### config.mk
export PLATFORM = sky130hd
export DESIGN_NAME = hsc_board_ctl
export DESIGN_NICKNAME = d
export VERILOG_FILES = /design/src/inc/hsc_pkg.sv /design/src/rtl/hsc_board_ctl.sv /design/src/rtl/hsc_sync2.sv
export SDC_FILE = /design/constraint.sdc
export NUM_CORES = 1
export LEC_CHECK = 0
export ABC_AREA = 1
export BUFFER_PORTS_ARGS = -buffer_cell sky130_fd_sc_hd__clkbuf_2
export CAP_MARGIN = 20
export CELL_PAD_IN_SITES_DETAIL_PLACEMENT = 0
export CELL_PAD_IN_SITES_GLOBAL_PLACEMENT = 1
export CORE_MARGIN = 1
export CORE_UTILIZATION = 38
export DETAILED_ROUTE_END_ITERATION = 10
export PLACE_DENSITY_LB_ADDON = 0.12
export SETUP_SLACK_MARGIN = 0.2
export SKIP_LAST_GASP = 1
export SYNTH_ARGS = -nofsm -noshare
export SYNTH_HDL_FRONTEND = slang
export SYNTH_SLANG_ARGS = --single-unit
export TNS_END_PERCENT = 30
### constraint.sdc
create_clock -name clock -period 1.5 [get_ports clock]
set_input_delay 0.15 -clock clock [delete_from_list [all_inputs] [get_ports clock]]
set_output_delay 0.15 -clock clock [all_outputs]
set_load 0.03 [all_outputs]
### src/inc/hsc_pkg.sv
// hot-swap board control: shared constants, states and carriers
// assumes a single core clock and plain-port control from the bridge core
package hsc_pkg;

  // ----------------------------------------------------------------
  // values after reset
  // ----------------------------------------------------------------
  localparam logic HSC_LOCKOUT_RST = 1'h1;
  localparam logic HSC_FLAG_RST = 1'h0;
  localparam logic HSC_LAMP_CTL_RST = 1'h0;
  localparam logic HSC_ARMED_RST = 1'h0;
  localparam logic HSC_BOOT_RST = 1'h0;
  // boot source strap level that selects the primary bus
  localparam logic HSC_BOOT_PRIMARY = 1'h1;
  // ejector switch level meaning latch closed
  localparam logic HSC_LATCH_CLOSED = 1'h1;
  // synchroniser depth
  localparam int HSC_SYNC_STAGES = 2;

  // ----------------------------------------------------------------
  // sequencer states
  // ----------------------------------------------------------------
  typedef enum logic [2:0] {
    HSC_OFF = 3'h0,
    HSC_POR_WAIT = 3'h1,
    HSC_PLL_WAIT = 3'h2,
    HSC_INIT_EE = 3'h3,
    HSC_INIT_PROC = 3'h4,
    HSC_RUN = 3'h5
  } hsc_state_type;

  // ----------------------------------------------------------------
  // carriers
  // ----------------------------------------------------------------
  // asynchronous pin and strap inputs, synchronised as one group
  typedef struct packed {
    logic ejectorSwitchIn;
    logic backendPowerGoodN;
    logic wideBackplaneSenseN;
    logic poweronResetInN;
    logic pllLocked;
    logic eepromPresent;
    logic powerupBootSource;
  } hsc_pins_type;

  // one-cycle commands from the host-facing configuration logic
  typedef struct packed {
    logic clrArrival;
    logic clrRemoval;
    logic lampWrite;
    logic lampValue;
    logic cfgAccess;
  } hsc_host_cmd_type;

  // one-cycle commands from the card side
  typedef struct packed {
    logic eepromLoadDone;
    logic eepromLockoutWrite;
    logic procInitDone;
    logic procbusLockoutWrite;
  } hsc_card_cmd_type;

endpackage

### src/rtl/hsc_board_ctl.sv
// hot-swap board control: power sequencing, flags, lamp and lockout
// assumes pins arrive asynchronously, commands arrive on the core clock
//
// Function
// - lamp driven low while back-end power-good is negated
// - ejector input low means latch open, high means closed
// - power-good negated: pads disabled except lamp, receivers inhibited
// - power-good negated: all internal state held in reset
// - power-good asserted: lamp released, pads on, bus resets asserted
// - after power-on reset release wait PLL lock, then release bus resets
// - out of reset: run EEPROM load or wait for processor init
// - after init wait for closed switch, set arrival flag, assert notify
// - lockout resets to one; while set host config accesses are retried
// - host clears arrival flag; notify released when flag cleared
// - lockout cleared by EEPROM load write or processor-bus write
// - boot source set to primary bus clears lockout automatically
// - switch opening sets removal flag and asserts notify
// - clearing removal flag releases notify and arms arrival flag
// - lamp control bit set by software drives lamp low
// - re-closure or extraction after lamp lit never reloads from EEPROM
// - wide-backplane sense input, active low, reported to the core
`timescale 1ns/100ps
module hsc_board_ctl (
  input wire logic clock,
  input wire logic rst,
  input wire hsc_pkg::hsc_pins_type pins,
  input wire hsc_pkg::hsc_host_cmd_type hostCmd,
  input wire hsc_pkg::hsc_card_cmd_type cardCmd,
  output logic eventNotifyOut,
  output logic eventNotifyOeN,
  output logic statusLampOut,
  output logic statusLampOeN,
  output logic procbusResetOutN,
  output logic secondaryBusResetN,
  output logic padEnable,
  output logic receiverEnable,
  output logic eepromLoadStart,
  output logic waitProcInit,
  output logic arrivalFlag,
  output logic removalFlag,
  output logic lampOnCtl,
  output logic configLockout,
  output logic cfgRetry,
  output logic wideBackplanePresent
);

  // ----------------------------------------------------------------
  // synchronised pins
  // ----------------------------------------------------------------
  hsc_pkg::hsc_pins_type pinsIn;
  hsc_pkg::hsc_pins_type syncPins;
  logic pwrGood;
  logic latchClosed;
  logic latchClosedPrev_ff;

  // power-good enters inverted so cleared flops read as unpowered, no false power-up
  always_comb begin
    pinsIn = pins;
    pinsIn.backendPowerGoodN = !pins.backendPowerGoodN;
  end

  // all pins and straps pass two flops
  hsc_sync2 #(
    .WIDTH($bits(hsc_pkg::hsc_pins_type))
  ) u_sync (
    .clock(clock),
    .rst(rst),
    .din(pinsIn),
    .dout(syncPins)
  );

  assign pwrGood = syncPins.backendPowerGoodN; // field holds the good level here
  assign latchClosed = (syncPins.ejectorSwitchIn == hsc_pkg::HSC_LATCH_CLOSED);

  // ----------------------------------------------------------------
  // state
  // ----------------------------------------------------------------
  hsc_pkg::hsc_state_type state_ff;
  hsc_pkg::hsc_state_type nxt_state;
  logic arrival_ff;
  logic removal_ff;
  logic armed_ff;
  logic lampCtl_ff;
  logic lockout_ff;
  logic bootPrimary_ff;
  logic nxt_arrival;
  logic nxt_removal;
  logic setArrival;
  logic setRemoval;
  logic nxt_lockout;

  // power-up and init sequencer
  always_comb begin
    nxt_state = state_ff;
    case (state_ff)
      hsc_pkg::HSC_OFF: begin
        nxt_state = hsc_pkg::HSC_POR_WAIT;
      end
      hsc_pkg::HSC_POR_WAIT: begin
        if (syncPins.poweronResetInN) begin
          nxt_state = hsc_pkg::HSC_PLL_WAIT;
        end
      end
      hsc_pkg::HSC_PLL_WAIT: begin
        if (!syncPins.poweronResetInN) begin
          nxt_state = hsc_pkg::HSC_POR_WAIT;
        end else if (syncPins.pllLocked) begin
          // eeprom load or processor init
          nxt_state = syncPins.eepromPresent ? hsc_pkg::HSC_INIT_EE
                                             : hsc_pkg::HSC_INIT_PROC;
        end
      end
      hsc_pkg::HSC_INIT_EE: begin
        if (cardCmd.eepromLoadDone) begin
          nxt_state = hsc_pkg::HSC_RUN;
        end
      end
      hsc_pkg::HSC_INIT_PROC: begin
        if (cardCmd.procInitDone) begin
          nxt_state = hsc_pkg::HSC_RUN;
        end
      end
      hsc_pkg::HSC_RUN: begin
        nxt_state = hsc_pkg::HSC_RUN;
      end
      default: begin
        nxt_state = hsc_pkg::HSC_OFF;
      end
    endcase
    if (!pwrGood) begin
      nxt_state = hsc_pkg::HSC_OFF;
    end
  end

  // sequencer register
  always_ff @(posedge clock or posedge rst) begin
    if (rst) begin
      state_ff <= hsc_pkg::HSC_OFF;
    end else begin
      state_ff <= nxt_state;
    end
  end

  // boot source strap caught once the PLLs lock
  always_ff @(posedge clock or posedge rst) begin
    if (rst) begin
      bootPrimary_ff <= hsc_pkg::HSC_BOOT_RST;
    end else if (!pwrGood) begin
      bootPrimary_ff <= hsc_pkg::HSC_BOOT_RST;
    end else if (state_ff == hsc_pkg::HSC_PLL_WAIT && syncPins.pllLocked) begin
      bootPrimary_ff <= (syncPins.powerupBootSource == hsc_pkg::HSC_BOOT_PRIMARY);
    end
  end

  // ----------------------------------------------------------------
  // insertion and extraction flags
  // ----------------------------------------------------------------
  // arrival needs arming, a closed latch and a finished init
  assign setArrival = armed_ff && latchClosed && state_ff == hsc_pkg::HSC_RUN;
  // opening edge of the latch once running
  assign setRemoval = latchClosedPrev_ff && !latchClosed
                      && state_ff == hsc_pkg::HSC_RUN;
  // set wins over a clear in the same cycle
  assign nxt_arrival = setArrival || (arrival_ff && !hostCmd.clrArrival);
  assign nxt_removal = setRemoval || (removal_ff && !hostCmd.clrRemoval);

  // latch history for edge detection
  always_ff @(posedge clock or posedge rst) begin
    if (rst) begin
      latchClosedPrev_ff <= 1'h0;
    end else begin
      latchClosedPrev_ff <= latchClosed && pwrGood;
    end
  end

  // flag registers
  always_ff @(posedge clock or posedge rst) begin
    if (rst) begin
      arrival_ff <= hsc_pkg::HSC_FLAG_RST;
      removal_ff <= hsc_pkg::HSC_FLAG_RST;
    end else if (!pwrGood) begin
      arrival_ff <= hsc_pkg::HSC_FLAG_RST;
      removal_ff <= hsc_pkg::HSC_FLAG_RST;
    end else begin
      arrival_ff <= nxt_arrival;
      removal_ff <= nxt_removal;
    end
  end

  // arming: on init finish, and on removal flag cleared
  always_ff @(posedge clock or posedge rst) begin
    if (rst) begin
      armed_ff <= hsc_pkg::HSC_ARMED_RST;
    end else if (!pwrGood) begin
      armed_ff <= hsc_pkg::HSC_ARMED_RST;
    end else if (state_ff != hsc_pkg::HSC_RUN && nxt_state == hsc_pkg::HSC_RUN) begin
      armed_ff <= 1'h1;
    end else if (removal_ff && hostCmd.clrRemoval && !setRemoval) begin
      armed_ff <= 1'h1;
    end else if (setArrival) begin
      armed_ff <= 1'b0;
    end
  end

  // ----------------------------------------------------------------
  // lamp control and configuration lockout
  // ----------------------------------------------------------------
  // software lamp bit
  always_ff @(posedge clock or posedge rst) begin
    if (rst) begin
      lampCtl_ff <= hsc_pkg::HSC_LAMP_CTL_RST;
    end else if (!pwrGood) begin
      lampCtl_ff <= hsc_pkg::HSC_LAMP_CTL_RST;
    end else if (hostCmd.lampWrite) begin
      lampCtl_ff <= hostCmd.lampValue;
    end
  end

  // lockout clears from eeprom, processor bus or primary boot
  always_comb begin
    nxt_lockout = lockout_ff;
    if (cardCmd.eepromLockoutWrite || cardCmd.procbusLockoutWrite) begin
      nxt_lockout = 1'h0;
    end
    if (bootPrimary_ff && state_ff != hsc_pkg::HSC_OFF
        && state_ff != hsc_pkg::HSC_POR_WAIT && state_ff != hsc_pkg::HSC_PLL_WAIT) begin
      nxt_lockout = 1'h0;
    end
  end

  // lockout register
  always_ff @(posedge clock or posedge rst) begin
    if (rst) begin
      lockout_ff <= hsc_pkg::HSC_LOCKOUT_RST;
    end else if (!pwrGood) begin
      lockout_ff <= hsc_pkg::HSC_LOCKOUT_RST;
    end else begin
      lockout_ff <= nxt_lockout;
    end
  end

  // ----------------------------------------------------------------
  // registered outputs
  // ----------------------------------------------------------------
  logic notifyOeN_ff;
  logic lampOeN_ff;
  logic pbRstN_ff;
  logic secRstN_ff;
  logic pads_ff;
  logic eeStart_ff;
  logic waitProc_ff;
  logic retry_ff;
  logic wide_ff;

  // pad, lamp and notify drive
  always_ff @(posedge clock or posedge rst) begin
    if (rst) begin
      pads_ff <= 1'h0;
      lampOeN_ff <= 1'h0;
      notifyOeN_ff <= 1'h1;
    end else begin
      pads_ff <= pwrGood;
      lampOeN_ff <= !(!pwrGood || lampCtl_ff);
      notifyOeN_ff <= !(pwrGood && (nxt_arrival || nxt_removal));
    end
  end

  // bus resets follow the sequencer
  always_ff @(posedge clock or posedge rst) begin
    if (rst) begin
      pbRstN_ff <= 1'h0;
      secRstN_ff <= 1'h0;
    end else begin
      pbRstN_ff <= pwrGood && (state_ff == hsc_pkg::HSC_INIT_EE
                  || state_ff == hsc_pkg::HSC_INIT_PROC
                  || state_ff == hsc_pkg::HSC_RUN);
      secRstN_ff <= pwrGood && (state_ff == hsc_pkg::HSC_INIT_EE
                  || state_ff == hsc_pkg::HSC_INIT_PROC
                  || state_ff == hsc_pkg::HSC_RUN);
    end
  end

  // init handshakes; eeprom start only on entry from the pll wait
  always_ff @(posedge clock or posedge rst) begin
    if (rst) begin
      eeStart_ff <= 1'h0;
      waitProc_ff <= 1'h0;
    end else begin
      eeStart_ff <= state_ff == hsc_pkg::HSC_PLL_WAIT
                    && nxt_state == hsc_pkg::HSC_INIT_EE;
      waitProc_ff <= nxt_state == hsc_pkg::HSC_INIT_PROC;
    end
  end

  // config retry and backplane sense
  always_ff @(posedge clock or posedge rst) begin
    if (rst) begin
      retry_ff <= 1'h0;
      wide_ff <= 1'h0;
    end else begin
      retry_ff <= pwrGood && hostCmd.cfgAccess && lockout_ff;
      wide_ff <= pwrGood && !syncPins.wideBackplaneSenseN;
    end
  end

  assign eventNotifyOut = notifyOeN_ff;
  assign eventNotifyOeN = notifyOeN_ff;
  assign statusLampOut = lampOeN_ff;
  assign statusLampOeN = lampOeN_ff;
  assign procbusResetOutN = pbRstN_ff;
  assign secondaryBusResetN = secRstN_ff;
  assign padEnable = pads_ff;
  assign receiverEnable = pads_ff;
  assign eepromLoadStart = eeStart_ff;
  assign waitProcInit = waitProc_ff;
  assign arrivalFlag = arrival_ff;
  assign removalFlag = removal_ff;
  assign lampOnCtl = lampCtl_ff;
  assign configLockout = lockout_ff;
  assign cfgRetry = retry_ff;
  assign wideBackplanePresent = wide_ff;
endmodule

### src/rtl/hsc_sync2.sv
// hot-swap board control: two-flop synchroniser for a group of levels
// assumes inputs are quasi-static compared with the core clock
`timescale 1ns/100ps
module hsc_sync2 #(
  parameter int WIDTH = 1
) (
  input wire logic clock,
  input wire logic rst,
  input wire logic [WIDTH-1:0] din,
  output logic [WIDTH-1:0] dout
);

  logic [WIDTH-1:0] stage1_ff;
  logic [WIDTH-1:0] stage2_ff;

  // ----------------------------------------------------------------
  // two stages; first stage feeds only the second
  // ----------------------------------------------------------------
  always_ff @(posedge clock or posedge rst) begin
    if (rst) begin
      stage1_ff <= '0;
      stage2_ff <= '0;
    end else begin
      stage1_ff <= din;
      stage2_ff <= stage1_ff;
    end
  end

  assign dout = stage2_ff;

endmodule
; Yosys cells after proc, flatten, opt, wreduce, memory -nomap -nowiden
; Cells that the tools add are included.
[word_totals]
output_inout_bits = 16
ff_bits = 32
wordCells = 92
input_bits = 18
[op_classes]
n_mux = 21
n_reduce_logical = 38
eq_ne = 15
[op_table]
columns = operator, n
row1 = two-way mux 3 bit, 7
row2 = logical AND 1 bit, 20
row3 = one-hot mux 3 bit (6 select lines), 1
row4 = two-way mux 1 bit, 13
row5 = == test 3 bit (second input constant), 4
row6 = == test 3 x 2 -> 1 bit (second input constant), 3
row7 = logical NOT 1 bit, 9
row8 = logical OR 1 bit, 7
row9 = inequality test 3 bit (second input constant), 2
row10 = inequality test 2 bit (second input constant), 2
row11 = inequality test 4 bit (second input constant), 1
row12 = == test 3 x 1 -> 1 bit (second input constant), 1
row13 = logical NOT 3 bit, 1
row14 = inequality test 3 x 1 -> 1 bit (second input constant), 1
row15 = inequality test 3 x 2 -> 1 bit (second input constant), 1
row16 = nonzero test 3 bit, 1

; Longest topological paths before layout
; Gate-level depths: netlist of run 1.
[logic_depth]
depth_word = 9
mapped_depth = 8
ltp_nobuf = 8

; By module
; A second synthesis of run 1 with hierarchy kept.
[unflattened]
cells_unflattened = 114
area_unflattened_um2 = 1209.9
[by_module_without_submodules]
columns = mod, area_each_um2, seq_area_each_um2, n_inst, cells_per_inst
row1 = hsc_board_ctl, 855.8, 452.9, 1, 99
row2 = hsc_sync2, 354.1, 350.3, 1, 15

; Least setup slack after synthesis of run 1
; OpenSTA, ideal clock, no wires.
[synth_path]
path_kind = register to register
startpoint = register state_ff[1]
endpoint = register eeStart_ff (netlist: eepromLoadStart)
path_buffers = 0
setup_time_ps = 80
required_ps = 1420
period_less_slack_ps = 1090
setup_slack_ps = 410
t_arrival_ps = 1009
path_stages_with_launch = 8
cell_sequence = dfrtp_1 nand2_1 nand2_1 inv_1 nand2_1 a21oi_4 inv_2 nor3_2
[synth_between]
word_cells_on_any_way = 15
cone_classes = eq/ne (6) / mux (7) / reduce/logical (2)
[synth_lines]
columns = element, line
row1 = from (decl), hsc_board_ctl.sv:78  ; hsc_pkg::hsc_state_type state_ff;
row2 = from (signal assigned), hsc_board_ctl.sv:138  ; state_ff <= hsc_pkg::HSC_OFF;
row3 = from (signal assigned), hsc_board_ctl.sv:140  ; state_ff <= nxt_state;
row4 = "== test 3 bit, or another cell as far along", hsc_board_ctl.sv:95  ; case (state_ff)
row5 = one-hot mux 3 bit (6 select lines) (*), hsc_board_ctl.sv:95
row6 = two-way mux 3 bit (*), hsc_board_ctl.sv:130  ; if (!pwrGood) begin
row7 = net nxt_state[0], hsc_board_ctl.sv:79  ; hsc_pkg::hsc_state_type nxt_state;
row8 = == test 3 x 2 -> 1 bit (*), hsc_board_ctl.sv:290  ; && nxt_state == hsc_pkg::HSC_INIT_EE;
row9 = logical AND 1 bit (*), hsc_board_ctl.sv:290
row10 = to (signal assigned), hsc_board_ctl.sv:289  ; eeStart_ff <= state_ff == hsc_pkg::HSC_PLL_WAIT
row11 = to (decl), hsc_board_ctl.sv:250  ; logic eeStart_ff;
; The timed path passes the listed nets; every way through them passes the cells marked *.
; A chain may end at the register's enable or synchronous reset.

; Worst setup path in the final report of run 1
[layout_path]
startpoint = register state_ff[0]
endpoint = register eeStart_ff (netlist: eepromLoadStart)
[layout_between]
elab_chain_cells = 6
word_cells_on_any_way = 15
cone_classes = eq/ne (6) / mux (7) / reduce/logical (2)
[layout_rtl]
columns = element, line
row1 = two-way mux 3 bit, hsc_board_ctl.sv:107  ; end else if (syncPins.pllLocked) begin
row2 = two-way mux 3 bit, hsc_board_ctl.sv:105  ; if (!syncPins.poweronResetInN) begin
row3 = one-hot mux 3 bit (6 select lines), hsc_board_ctl.sv:95
row4 = two-way mux 3 bit, hsc_board_ctl.sv:130
row5 = == test 3 x 2 -> 1 bit, hsc_board_ctl.sv:290
row6 = logical AND 1 bit (*), hsc_board_ctl.sv:290
; Every way passes the cells marked *; elsewhere a longest branch is shown, timed or not.

==> results.md, run 1 <==
* Result of the run: completed
* H-tree depth at 2
* CTS buffer count at 5
* Row Count at 20
* Crit end category: flop
* Post-synth cell types at 21
* Root Buffer: clkbuf_4
* Critical Path Fanout Max at 6
* Async SR Flop Fraction at 1.000
* Initial Utilization at 0.3979
* Reg area at just over 800 µm²
* Slowest cell on crit path: dfrtp_2
* MaxCap Viol Count at 0
* Post-synthesis sequential area ratio at 0.6667
* CP Cell Sequence: inv_1 -> nand3_4 -> inv_1 -> nand3_1 -> nand3_1 -> nand2_1 -> nor3_2
* Ratio of cells with drive above 1 in the final layout at 0.3787
* CP bufs+invs at 2
* Final ANT Viol Nets at 0
* Per-cell routed wire length at about 10 µm
* Worst hold path class: primary input to flop
* Post-synth EDFFs at 0
* Worst slew margin at 0.7315
* Inserted Diodes at 0
* First-pass DRT Iterations at 4
* Detailed Place HPWL at about 1400 µm
* Core Region at 0.003028 mm²
* Crit Path Category: flop to flop
* Via count at approximately 900
* Top post-synthesis cells by area: dfrtp_1, nand2_1, inv_1
* Final instance area at between 0.0015 and 0.002 mm²
* Post-Route WL at 2129 µm
* First-pass GRT wire length at 3491 µm
* Post-layout minimum cycle time at 1.204 ns
* Via density at about 4.2
* Cell taking the most area after synthesis: dfrtp_1
* Max-slew violations at 0
* P&R area growth vs syn at 36.03%
* Cell family with most CP delay: simple AND/OR/NAND/NOR gates
* GRT overflow at 0
* Setup Skew at ~0.012 ns
* Final cycle utilization of the critical path at 0.8027
* Startpoint Class: flop
* Most frequent cell after synthesis: dfrtp_1
* DP Area at between 0.001 and 0.0015 mm²
* Final Net Count at between 150 and 200
* GPL Wtd Cong at around 0.84
* Fmax at ~0.83 GHz
* Die width at 58.31 µm
* Top Ports at 34
* Clock sinks at 32
* Fillers at about 280
* Critical path arrival at roughly 1.5 ns
* CTS tree: yes
* Die H at a little under 60 µm
* Initial antenna violation count at 0
* Ys Warns at 0
* Slowest stage delay, CP at 0.46 ns
* Mean post-synth cell area at 10.48 µm²
* Number of synthesized register bits at 32
* Top cells by count, synth: dfrtp_1, nand2_1, inv_1
* LEAKAGE at around 0.87 nW
* Clk Latency, worst-skew pair at 0.32 ns
* RSZ-0062 raised after global routing: yes
* Vias in the first global route at 842
* Largest net degree at the start of global routing at 13
* Clk pin slew, worst setup/hold paths at about 0.1 ns
* Final setup vio count at 0
* Area of the multi-input gates at 306.5 µm²
* Total GRT Usage at 0.1468
* Sum Neg Setup Slack at 0 ns
* R2r setup slk at between 0.2 and 0.3 ns
* Req. time, crit path at 1.74 ns
* Worst-margin pin slew at 0.4022 ns
* DRC at 0
* Netlist Area Pre-Place at 0.001205 mm²
* Clock tree buffer depth at 2
* VDD IR max at between 0.4 and 0.5 mV
* Top FF cell, synth: dfrtp_1
* Mapped Cells at 115
* PwrDens at roughly 1000 mW/mm²
* Worst setup slack after layout at ~0.30 ns
* Synth Net Count at 133
* Setup WS pre-CTS at around 0.25 ns
* Post-synth top area share at 0.6231
* Final Hold Fails at 0
* Violation count after the first detailed-routing iteration at 33
* Die ar. at roughly 0.0034 mm²
* Port-buffer cells at 33
==> worst reg2reg max path: cells and delay by family, from the launching register on <==
kind | cells | cell delay, ns
AND/OR/NAND/NOR | 5 | 0.49
flip-flops | 1 | 0.46
buffers and inverters | 2 | 0.19
==> logic make-up after synthesis <==
logic type / share of synthesized area
buffers and inverters: 0.09138
AND/OR/NAND/NOR: 0.1838
flip-flops: 0.6667
AO/OA/AOI/OAI: 0.05815
==> metrics by stage <==
stage,util,power [W],hold slack (ns),std cells
after detailed placement,0.4665,0.001089,0.1410,190
after global placement,0.4665,0.001087,0.1294,190
after global routing,0.5413,0.001740,0.03492,213
final,0.5413,0.001645,0.05403,213
after CTS,0.5256,0.001664,0.03743,209
after floorplan,-,0.001035,0.1814,115
==> final cells by class <==
type	count	area share
clock buffers	8	0.04198
inverters	20	0.04580
multi-input cells	58	0.1870
flip-flops and latches	32	0.4916
well taps	44	0.03359
repair buffers	51	0.2000
==> sequential cells by signal (all words and copies together), names as in the netlist <==
signal,count
u_sync.dout,7
statusLampOeN,1
padEnable,1
removalFlag,1
lampOnCtl,1
secondaryBusResetN,1
latchClosedPrev_ff,1
eventNotifyOeN,1
bootPrimary_ff,1
state_ff,3
eepromLoadStart,1
wideBackplanePresent,1
armed_ff,1
arrivalFlag,1
waitProcInit,1
configLockout,1
u_sync.stage1_ff,7
cfgRetry,1
==> cells in the final DEF (no fill, tap or decap), types with 2 or more instances in the layout <==
cell           instances
a21oi_1                5
buf_4                  7
clkbuf_2              33
clkbuf_4               5
clkbuf_8               2
dfrtp_1               28
dfrtp_2                2
dfstp_2                2
dlygate4sd3_1         11
inv_1                 16
inv_2                  4
nand2_1               19
nand2_2                3
nand3_1                5
nand3_2                2
nand4_1                3
nor2_1                10
o21ai_0                3
==> timing repair <==
action	CTS	global route
hold buffers	11	0
setup buffers	0	4
setup endpoints to repair	0	5
resized for setup	0	6
endpoints found under the hold margin	17	0
==> power breakdown <==
| part | leakage (nW) | internal, W | total [W] | switching [W] |
|---|---|---|---|---|
| registers | 0.395 | 0.000900 | 0.000924 | 0.0000234 |
| logic | 0.437 | 0.0000772 | 0.000182 | 0.000105 |
| clock network | 0.0386 | 0.000276 | 0.000539 | 0.000263 |
| total | 0.870 | 0.00125 | 0.00165 | 0.000392 |
==> metal layers <==
metal	GRT usage	vias to the layer above	wire, µm
met5	0	-	0
met1	0.1652	400	960
li1	-	462	-
met4	0.07143	0	40
met2	0.2381	32	1041
met3	0.06593	5	87
==> final timing paths <==
check,start,endpoint,cells after the start
worst max-delay path,state_ff[0]$_DFF_PP0_,eepromLoadStart$_DFF_PP0_,7
worst min-delay path,hostCmd[1],lampOnCtl$_DFFE_PP0P_,3
worst max register to register,state_ff[0]$_DFF_PP0_,eepromLoadStart$_DFF_PP0_,7
worst min register to register,u_sync.stage1_ff[0]$_DFF_PP0_,u_sync.dout[0]$_DFF_PP0_,0
max in group asynchronous,rst,configLockout$_DFFE_PP1P_,4
min in group asynchronous,rst,u_sync.stage1_ff[4]$_DFF_PP0_,3
No activity file was read; power rests on OpenSTA's default activity.
==> run 2, diff against run 1 <==
Settings changed: CORE_UTILIZATION 38 to 34.
Clock period 1.5 ns to 1.1 ns, I/O delays scaled along.
==> run 2 against run 1 <==
Compared with the run above:
- the flow now finishes with violations (negative setup slack)
- sequential power is 36% higher
- largest cell class unchanged
- power grew 35%
- cell count is 3.8% higher
- critical endpoint is now armed_ff$_DFFE_PP0P_
- first-iteration DRC count shrank 61%
==> results.md, run 2 (synthesis results as in run 1) <==
* R2r setup slk at -0.1 ns (was 0.30 ns)
* VDD IR max at 0.8292 mV (was 0.4983 mV)
* Vias in the first global route at 897 (was 842)
* First-pass GRT wire length at 3657 µm (was 3491 µm)
* CTS buffer count at 5 (unchanged)
* Critical path arrival at 1.46 ns (was 1.45 ns)
* Final setup vio count at 9 (was 0)
* Req. time, crit path at 1.36 ns (was 1.74 ns)
* Initial Utilization at 0.3583 (was 0.3979)
* Die H at 61.53 µm (was 58.31 µm)
* CTS tree: yes (unchanged)
* H-tree depth at 2 (unchanged)
* Final Net Count at 192 (was 186)
* Per-cell routed wire length at 9.837 µm (was 9.995 µm)
* Critical Path Start: state_ff[1]$_DFF_PP0_ (was state_ff[0]$_DFF_PP0_)
* P&R area growth vs syn at 45.48% (was 36.03%)
* Cell mode on critical path: nand2_2
* Total Power at 0.002223 W (was 0.001645 W)
* Crit Path Category: flop to flop (unchanged)
* Initial antenna violation count at 0 (unchanged)
* Final Hold Fails at 0 (unchanged)
* Fmax at 0.8341 GHz (was 0.8305 GHz)
* Via count at 961 (was 899)
* Worst Hold Margin at 0.06526 ns (was 0.05403 ns)
* Clk pin slew, worst setup/hold paths at 0.09 ns (was 0.10 ns)
* DRC at 0 (unchanged)
* Clock tree buffer depth at 2 (unchanged)
* Ratio of cells with drive above 1 in the final layout at 0.4400 (was 0.3787)
* Max-slew violations at 0 (unchanged)
* CP bufs+invs at 1 (was 2)
* LEAKAGE at 0.9079 nW (was 0.8699 nW)
* R2R Path End: armed_ff$_DFFE_PP0P_ (was eepromLoadStart$_DFF_PP0_)
* GRT overflow at 0 (unchanged)
* First-pass DRT Iterations at 4 (unchanged)
* Worst-margin pin slew at 0.2275 ns (was 0.4022 ns)
* Final ANT Viol Nets at 0 (unchanged)
* Worst hold endpoint: removalFlag$_DFF_PP0_ (was lampOnCtl$_DFFE_PP0P_)
* Worst slew margin at 0.8482 (was 0.7315)
* PwrDens at 1268 mW/mm² (was 1004 mW/mm²)
* Inserted Diodes at 0 (unchanged)
* R2r startpoint: state_ff[1]$_DFF_PP0_ (was state_ff[0]$_DFF_PP0_)
* Post-Route WL at 2174 µm (was 2129 µm)
* WP depth at 7 (unchanged)
* Slowest cell on crit path: dfrtp_2 (unchanged)
* RSZ-0062 raised after global routing: yes (unchanged)
* Min-delay src: hostCmd[3] (was hostCmd[1])
* MaxCap Viol Count at 0 (unchanged)
* Fillers at 335 (was 277)
* Cell family with most CP delay: flip-flops (was simple AND/OR/NAND/NOR gates)
* Final Non-Filler Cells at 221 (was 213)
* Most frequent cells in the layout: clkbuf_2, dfrtp_1, nand2_1, inv_1, dlygate4sd3_1 (unchanged)
* Clock sinks at 32 (unchanged)
* CP Cell Sequence: nand2_2 -> nand2_2 -> inv_1 -> nand2_2 -> a21oi_4 -> nand3_2 -> a21oi_2 (was inv_1 -> nand3_4 -> inv_1 -> nand3_1 -> nand3_1 -> nand2_1 -> nor3_2)
* GPL Wtd Cong at 0.8678 (was 0.8397)
* Largest net degree at the start of global routing at 33 (was 13)
* Violation count after the first detailed-routing iteration at 13 (was 33)
* Die width at 61.53 µm (was 58.31 µm)
* Die ar. at 0.003786 mm² (was 0.003400 mm²)
* Final cycle utilization of the critical path at 1.090 (was 0.8027)
* Clk Latency, worst-skew pair at 0.32 ns (about the same)
* Hold depth at 4 (was 3)
* Commonest non-fill, non-tap cell in the layout: clkbuf_2 (unchanged)
* Result of the run: complete, but fails checks (was completed)
* Worst hold path class: primary input to flop (unchanged)
* Crit end category: flop (unchanged)
* Total GRT Usage at 0.1398 (was 0.1468)
* Root Buffer: clkbuf_4 (unchanged)
* Sum Neg Setup Slack at -0.4345 ns (was 0 ns)
* Placed cell count at 194 (was 190)
* Critical Path Fanout Max at 6 (unchanged)
* Startpoint Class: flop (unchanged)
* Reg2Reg Depth at 7 (unchanged)
* Worst setup slack after layout at -0.09888 ns (was 0.2959 ns)
* Detailed Place HPWL at 1472 µm (was 1449 µm)
* Top Ports at 34 (unchanged)
* Port-buffer cells at 33 (unchanged)
* Via density at 4.348 (was 4.221)
* Core Region at 0.003363 mm² (was 0.003028 mm²)
* Failing checks: negative setup slack
* Slowest stage delay, CP at 0.46 ns (about the same)
* Post-layout minimum cycle time at 1.199 ns (was 1.204 ns)
* Row Count at 21 (was 20)
* Setup Skew at 0.005101 ns (was 0.01249 ns)
-- run 2: changes by cell type in the layout (fill, tap and decap cells not counted), moves of 2 or more --
| cell | before | now |
|---|---|---|
| inv_1 | 16 | 14 |
| dlygate4sd3_1 | 11 | 13 |
| a21oi_1 | 5 | 3 |
| a21oi_2 | 0 | 2 |
| nand2_2 | 3 | 7 |
| buf_4 | 7 | 9 |
| nand2_1 | 19 | 15 |
| clkbuf_2 | 33 | 30 |
| buf_8 | 0 | 2 |
-- run 2: layer usage --
layer	vias up	wire length (µm)	GRT usage
met1	452	937	0.1591
met3	7	108	0.05672
met2	29	1063	0.2197
met5	-	0	0
li1	473	-	-
met4	0	64	0.08571
-- run 2: repair_timing --
action,4_1_cts,5_1_grt
pin swaps,1,0
buffers inserted,4,2
hold buffers,13,0
gates resized for setup,15,10
setup endpoints to repair,30,31
gates cloned,0,0
hold endpoints to repair,42,0
-- run 2: worst max-delay path by stage --
stage,slack [ns],endpoint
final,-0.1,armed_ff$_DFFE_PP0P_
after CTS,-0.10,armed_ff$_DFFE_PP0P_
after floorplan,0.02,armed_ff$_DFFE_PP0P_
after global placement,-0.14,waitProcInit$_DFF_PP0_
after global routing,-0.18,armed_ff$_DFFE_PP0P_
after detailed placement,-0.14,armed_ff$_DFFE_PP0P_
-- run 2: final cells by class --
class | count | area (µm²) | area share
Timing Repair Buffer | 57 | 422.9 | 0.2413
Sequential cell | 32 | 807.0 | 0.4604
Multi-Input combinational cell | 58 | 329.1 | 0.1877
Clock buffer | 8 | 58.81 | 0.03355
Tap cell | 46 | 57.56 | 0.03283
Inverter | 20 | 77.57 | 0.04425
-- run 2: where the power goes --
group	leakage, nW	switching [W]	internal [W]
clock	0.0326	0.000365	0.000315
combinational	0.482	0.000154	0.000130
sequential	0.393	0.0000316	0.00123
-- run 2: metrics by stage --
step                      cell area, µm²  worst slack, ns  utilization
final                               1753         -0.09888       0.5212
after global routing                1753          -0.1838       0.5212
after CTS                           1715          -0.1028       0.5100
after detailed placement            1445          -0.1394       0.4297
after global placement              1445          -0.1422       0.4297
after floorplan                     1207          0.01589            -
-- run 2: worst register-to-register path, delay by kind of cell, from the launching register on --
kind	cells	cell delay [ns]
buf+inv	1	0.07
simple gates	4	0.34
compound gates	2	0.28
flops	1	0.46
==> run 3, diff against run 2 <==
Settings changed: GPL_TIMING_DRIVEN from default to 0.
==> run 3 against run 2 <==
Compared with the run above:
- cell count rose by 2.3%
- combinational power rose by 8.8%
- critical path depth did not move
- clock-buffer cell count did not move
- setup slack got worse by 0.034 ns
- sequential share of layout area fell by 2.2 points
- routed wire length rose by 6.7%
- non-clock buffer count rose by 5
- power rose by 2.2%
- clock skew fell by 0.0011 ns
- the flow still finishes with violations (negative setup slack)
- largest cell class unchanged
- sequential power barely moved
==> results.md, run 3 (synthesis results as in run 1) <==
* Result of the run: complete, but fails checks (unchanged)
* Failing checks: negative setup slack (unchanged)
* Inserted Diodes at 0 (unchanged)
* Via count at 974 (was 961)
* Port-buffer cells at 33 (unchanged)
* First-pass GRT wire length at 3657 µm (unchanged)
* Per-cell routed wire length at 10.27 µm (was 9.837 µm)
* Final core occ at 0.5469 (was 0.5212)
* Die ar. at 0.003786 mm² (unchanged)
* Vias in the first global route at 874 (was 897)
* Min-delay src: hostCmd[0] (was hostCmd[3])
* Worst hold endpoint: cfgRetry$_DFF_PP0_ (was removalFlag$_DFF_PP0_)
* Die width at 61.53 µm (unchanged)
* Psw at 0.0005806 W (was 0.0005504 W)
* Clock power frac at 0.310 (was 0.306)
* R2r setup slk at -0.13 ns (was -0.1 ns)
* Setup WS pre-CTS at -0.1390 ns (was -0.1394 ns)
* H-tree depth at 2 (unchanged)
* DRC at 0 (unchanged)
* Via density at 4.310 (was 4.348)
* Post-layout minimum cycle time at 1.233 ns (was 1.199 ns)
* First-pass DRT Iterations at 4 (unchanged)
* PwrDens at 1235 mW/mm² (was 1268 mW/mm²)
* Max-slew violations at 0 (unchanged)
* Combinational power share at 0.136 (was 0.127)
* Worst-margin pin slew at 0.4672 ns (was 0.2275 ns)
* Worst Hold Margin at 0.01923 ns (was 0.06526 ns)
* Final setup vio count at 10 (was 9)
* CTS buffer count at 5 (unchanged)
* Final ANT Viol Nets at 0 (unchanged)
* Worst hold path class: primary input to flop (unchanged)
* DP Area at 0.001458 mm² (was 0.001445 mm²)
* Clk Latency, worst-skew pair at 0.33 ns (was 0.32 ns)
* Slowest stage delay, CP at 0.49 ns (was 0.46 ns)
* Startpoint Class: flop (unchanged)
* Clk pin slew, worst setup/hold paths at 0.10 ns (was 0.09 ns)
* WP depth at 7 (unchanged)
* Cell family with most CP delay: flip-flops (unchanged)
* Setup Skew at 0.003956 ns (was 0.005101 ns)
* Total Power at 0.002271 W (was 0.002223 W)
* Crit end category: flop (unchanged)
* Final Net Count at 197 (was 192)
* Row Count at 21 (unchanged)
* Clock sinks at 32 (unchanged)
* Core Region at 0.003363 mm² (unchanged)
* Hold depth at 2 (was 4)
* GRT overflow at 0 (unchanged)
* Final Hold Fails at 0 (unchanged)
* Final cycle utilization of the critical path at 1.121 (was 1.090)
* Final instance area at 0.001839 mm² (was 0.001753 mm²)
* LEAKAGE at 0.9481 nW (was 0.9079 nW)
* Die H at 61.53 µm (unchanged)
* GPL Wtd Cong at 0.7290 (was 0.8678)
* Cell-internal power at 0.001691 W (was 0.001673 W)
* Critical Path Fanout Max at 5 (was 6)
* Ratio of cells with drive above 1 in the final layout at 0.4556 (was 0.4400)
* Sequential power share at 0.554 (was 0.567)
* MaxCap Viol Count at 0 (unchanged)
* Crit Path Category: flop to flop (unchanged)
* P&R area growth vs syn at 52.65% (was 45.48%)
* Root Buffer: clkbuf_4 (unchanged)
* Reg2Reg Depth at 7 (unchanged)
* Switch share at 0.2556 (was 0.2476)
* Critical path arrival at 1.50 ns (was 1.46 ns)
* Initial antenna violation count at 0 (unchanged)
* Slowest cell on crit path: dfrtp_2 (unchanged)
* Largest net degree at the start of global routing at 24 (was 33)
* Violation count after the first detailed-routing iteration at 8 (was 13)
* R2R Path End: armed_ff$_DFFE_PP0P_ (unchanged)
* CP bufs+invs at 1 (unchanged)
* Worst setup slack after layout at -0.1331 ns (was -0.09888 ns)
* Most frequent cells in the layout: dfrtp_1, clkbuf_2, inv_1, nand2_1, dlygate4sd3_1 (was clkbuf_2, dfrtp_1, nand2_1, inv_1, dlygate4sd3_1)
* Cell mode on critical path: nand2_2 (unchanged)
* Fmax at 0.8110 GHz (was 0.8341 GHz)
* Total GRT Usage at 0.1398 (about the same)
* Top Ports at 34 (unchanged)
* Post-Route WL at 2320 µm (was 2174 µm)
* CTS tree: yes (unchanged)
* Req. time, crit path at 1.36 ns (about the same)
* R2r startpoint: state_ff[1]$_DFF_PP0_ (unchanged)
* Detailed Place HPWL at 1441 µm (was 1472 µm)
* Initial Utilization at 0.3583 (unchanged)
* CP Cell Sequence: nand2_2 -> nand2_4 -> inv_2 -> nand2_2 -> a21oi_4 -> nand3_2 -> a21oi_2 (was nand2_2 -> nand2_2 -> inv_1 -> nand2_2 -> a21oi_4 -> nand3_2 -> a21oi_2)
* RSZ-0062 raised after global routing: yes (unchanged)
* VDD IR max at 0.6413 mV (was 0.8292 mV)
* Clock tree buffer depth at 2 (unchanged)
* Worst slew margin at 0.6882 (was 0.8482)
## run 3: worst max-delay path by stage
| stage | startpoint | end |
|---|---|---|
| after floorplan | state_ff[2]$_DFF_PP0_ | armed_ff$_DFFE_PP0P_ |
| final | state_ff[1]$_DFF_PP0_ | armed_ff$_DFFE_PP0P_ |
| after CTS | eventNotifyOeN$_DFF_PP1_ | eventNotifyOut |
| after detailed placement | u_sync.dout[5]$_DFF_PP0_ | armed_ff$_DFFE_PP0P_ |
| after global routing | state_ff[2]$_DFF_PP0_ | waitProcInit$_DFF_PP0_ |
| after global placement | state_ff[1]$_DFF_PP0_ | armed_ff$_DFFE_PP0P_ |
## run 3: per-stage QoR
step	setup TNS [ns]	cells
after CTS	-0.6935	220
after detailed placement	-0.5535	195
after global routing	-1.692	226
final	-0.6918	226
after floorplan	0	115
after global placement	-4.024	194
## run 3: layout make-up
cell class / instances / area, µm²
Tap cell: 46 / 57.56
Inverter: 20 / 77.57
Multi-Input combinational cell: 58 / 341.6
Clock buffer: 8 / 58.81
Fill cell: 322 / 1524
Buffer: 5 / 48.80
Timing Repair Buffer: 57 / 449.2
Sequential cell: 32 / 805.8
## run 3: metal layers
| metal | GRT usage | part of all wire | wire, µm | vias to the layer above |
|---|---|---|---|---|
| met2 | 0.2120 | 0.49 | 1137 | 27 |
| met5 | 0 | 0 | 0 | - |
| met1 | 0.1695 | 0.44 | 1023 | 455 |
| met4 | 0.07619 | 0.023 | 53 | 0 |
| met3 | 0.05672 | 0.045 | 105 | 6 |
| li1 | - | - | - | 486 |
## run 3: worst reg2reg max path, delay by kind of cell (launching register included)
| kind | cells | cell delay, ns |
|---|---|---|
| AOI/OAI and AO/OA | 2 | 0.30 |
| buffers and inverters | 1 | 0.05 |
| DFF | 1 | 0.49 |
| and+or+nand+nor | 4 | 0.34 |
## run 3: timing repair
action	CTS	global route
gates resized for setup	13	25
endpoints found under the setup margin	29	32
hold buffers	12	0
pin swaps	0	8
buffers inserted	5	6
endpoints found under the hold margin	18	0
## run 3: power groups by stage
stage / Combinational, W / Clock [W] / Sequential [W]
2_1_floorplan: 0.000107 / 0 / 0.00131
3_3_place_gp: 0.000205 / 0 / 0.00128
3_5_place_dp: 0.000220 / 0 / 0.00128
4_1_cts: 0.000277 / 0.000735 / 0.00126
5_1_grt: 0.000341 / 0.000779 / 0.00127
6_report: 0.000308 / 0.000704 / 0.00126
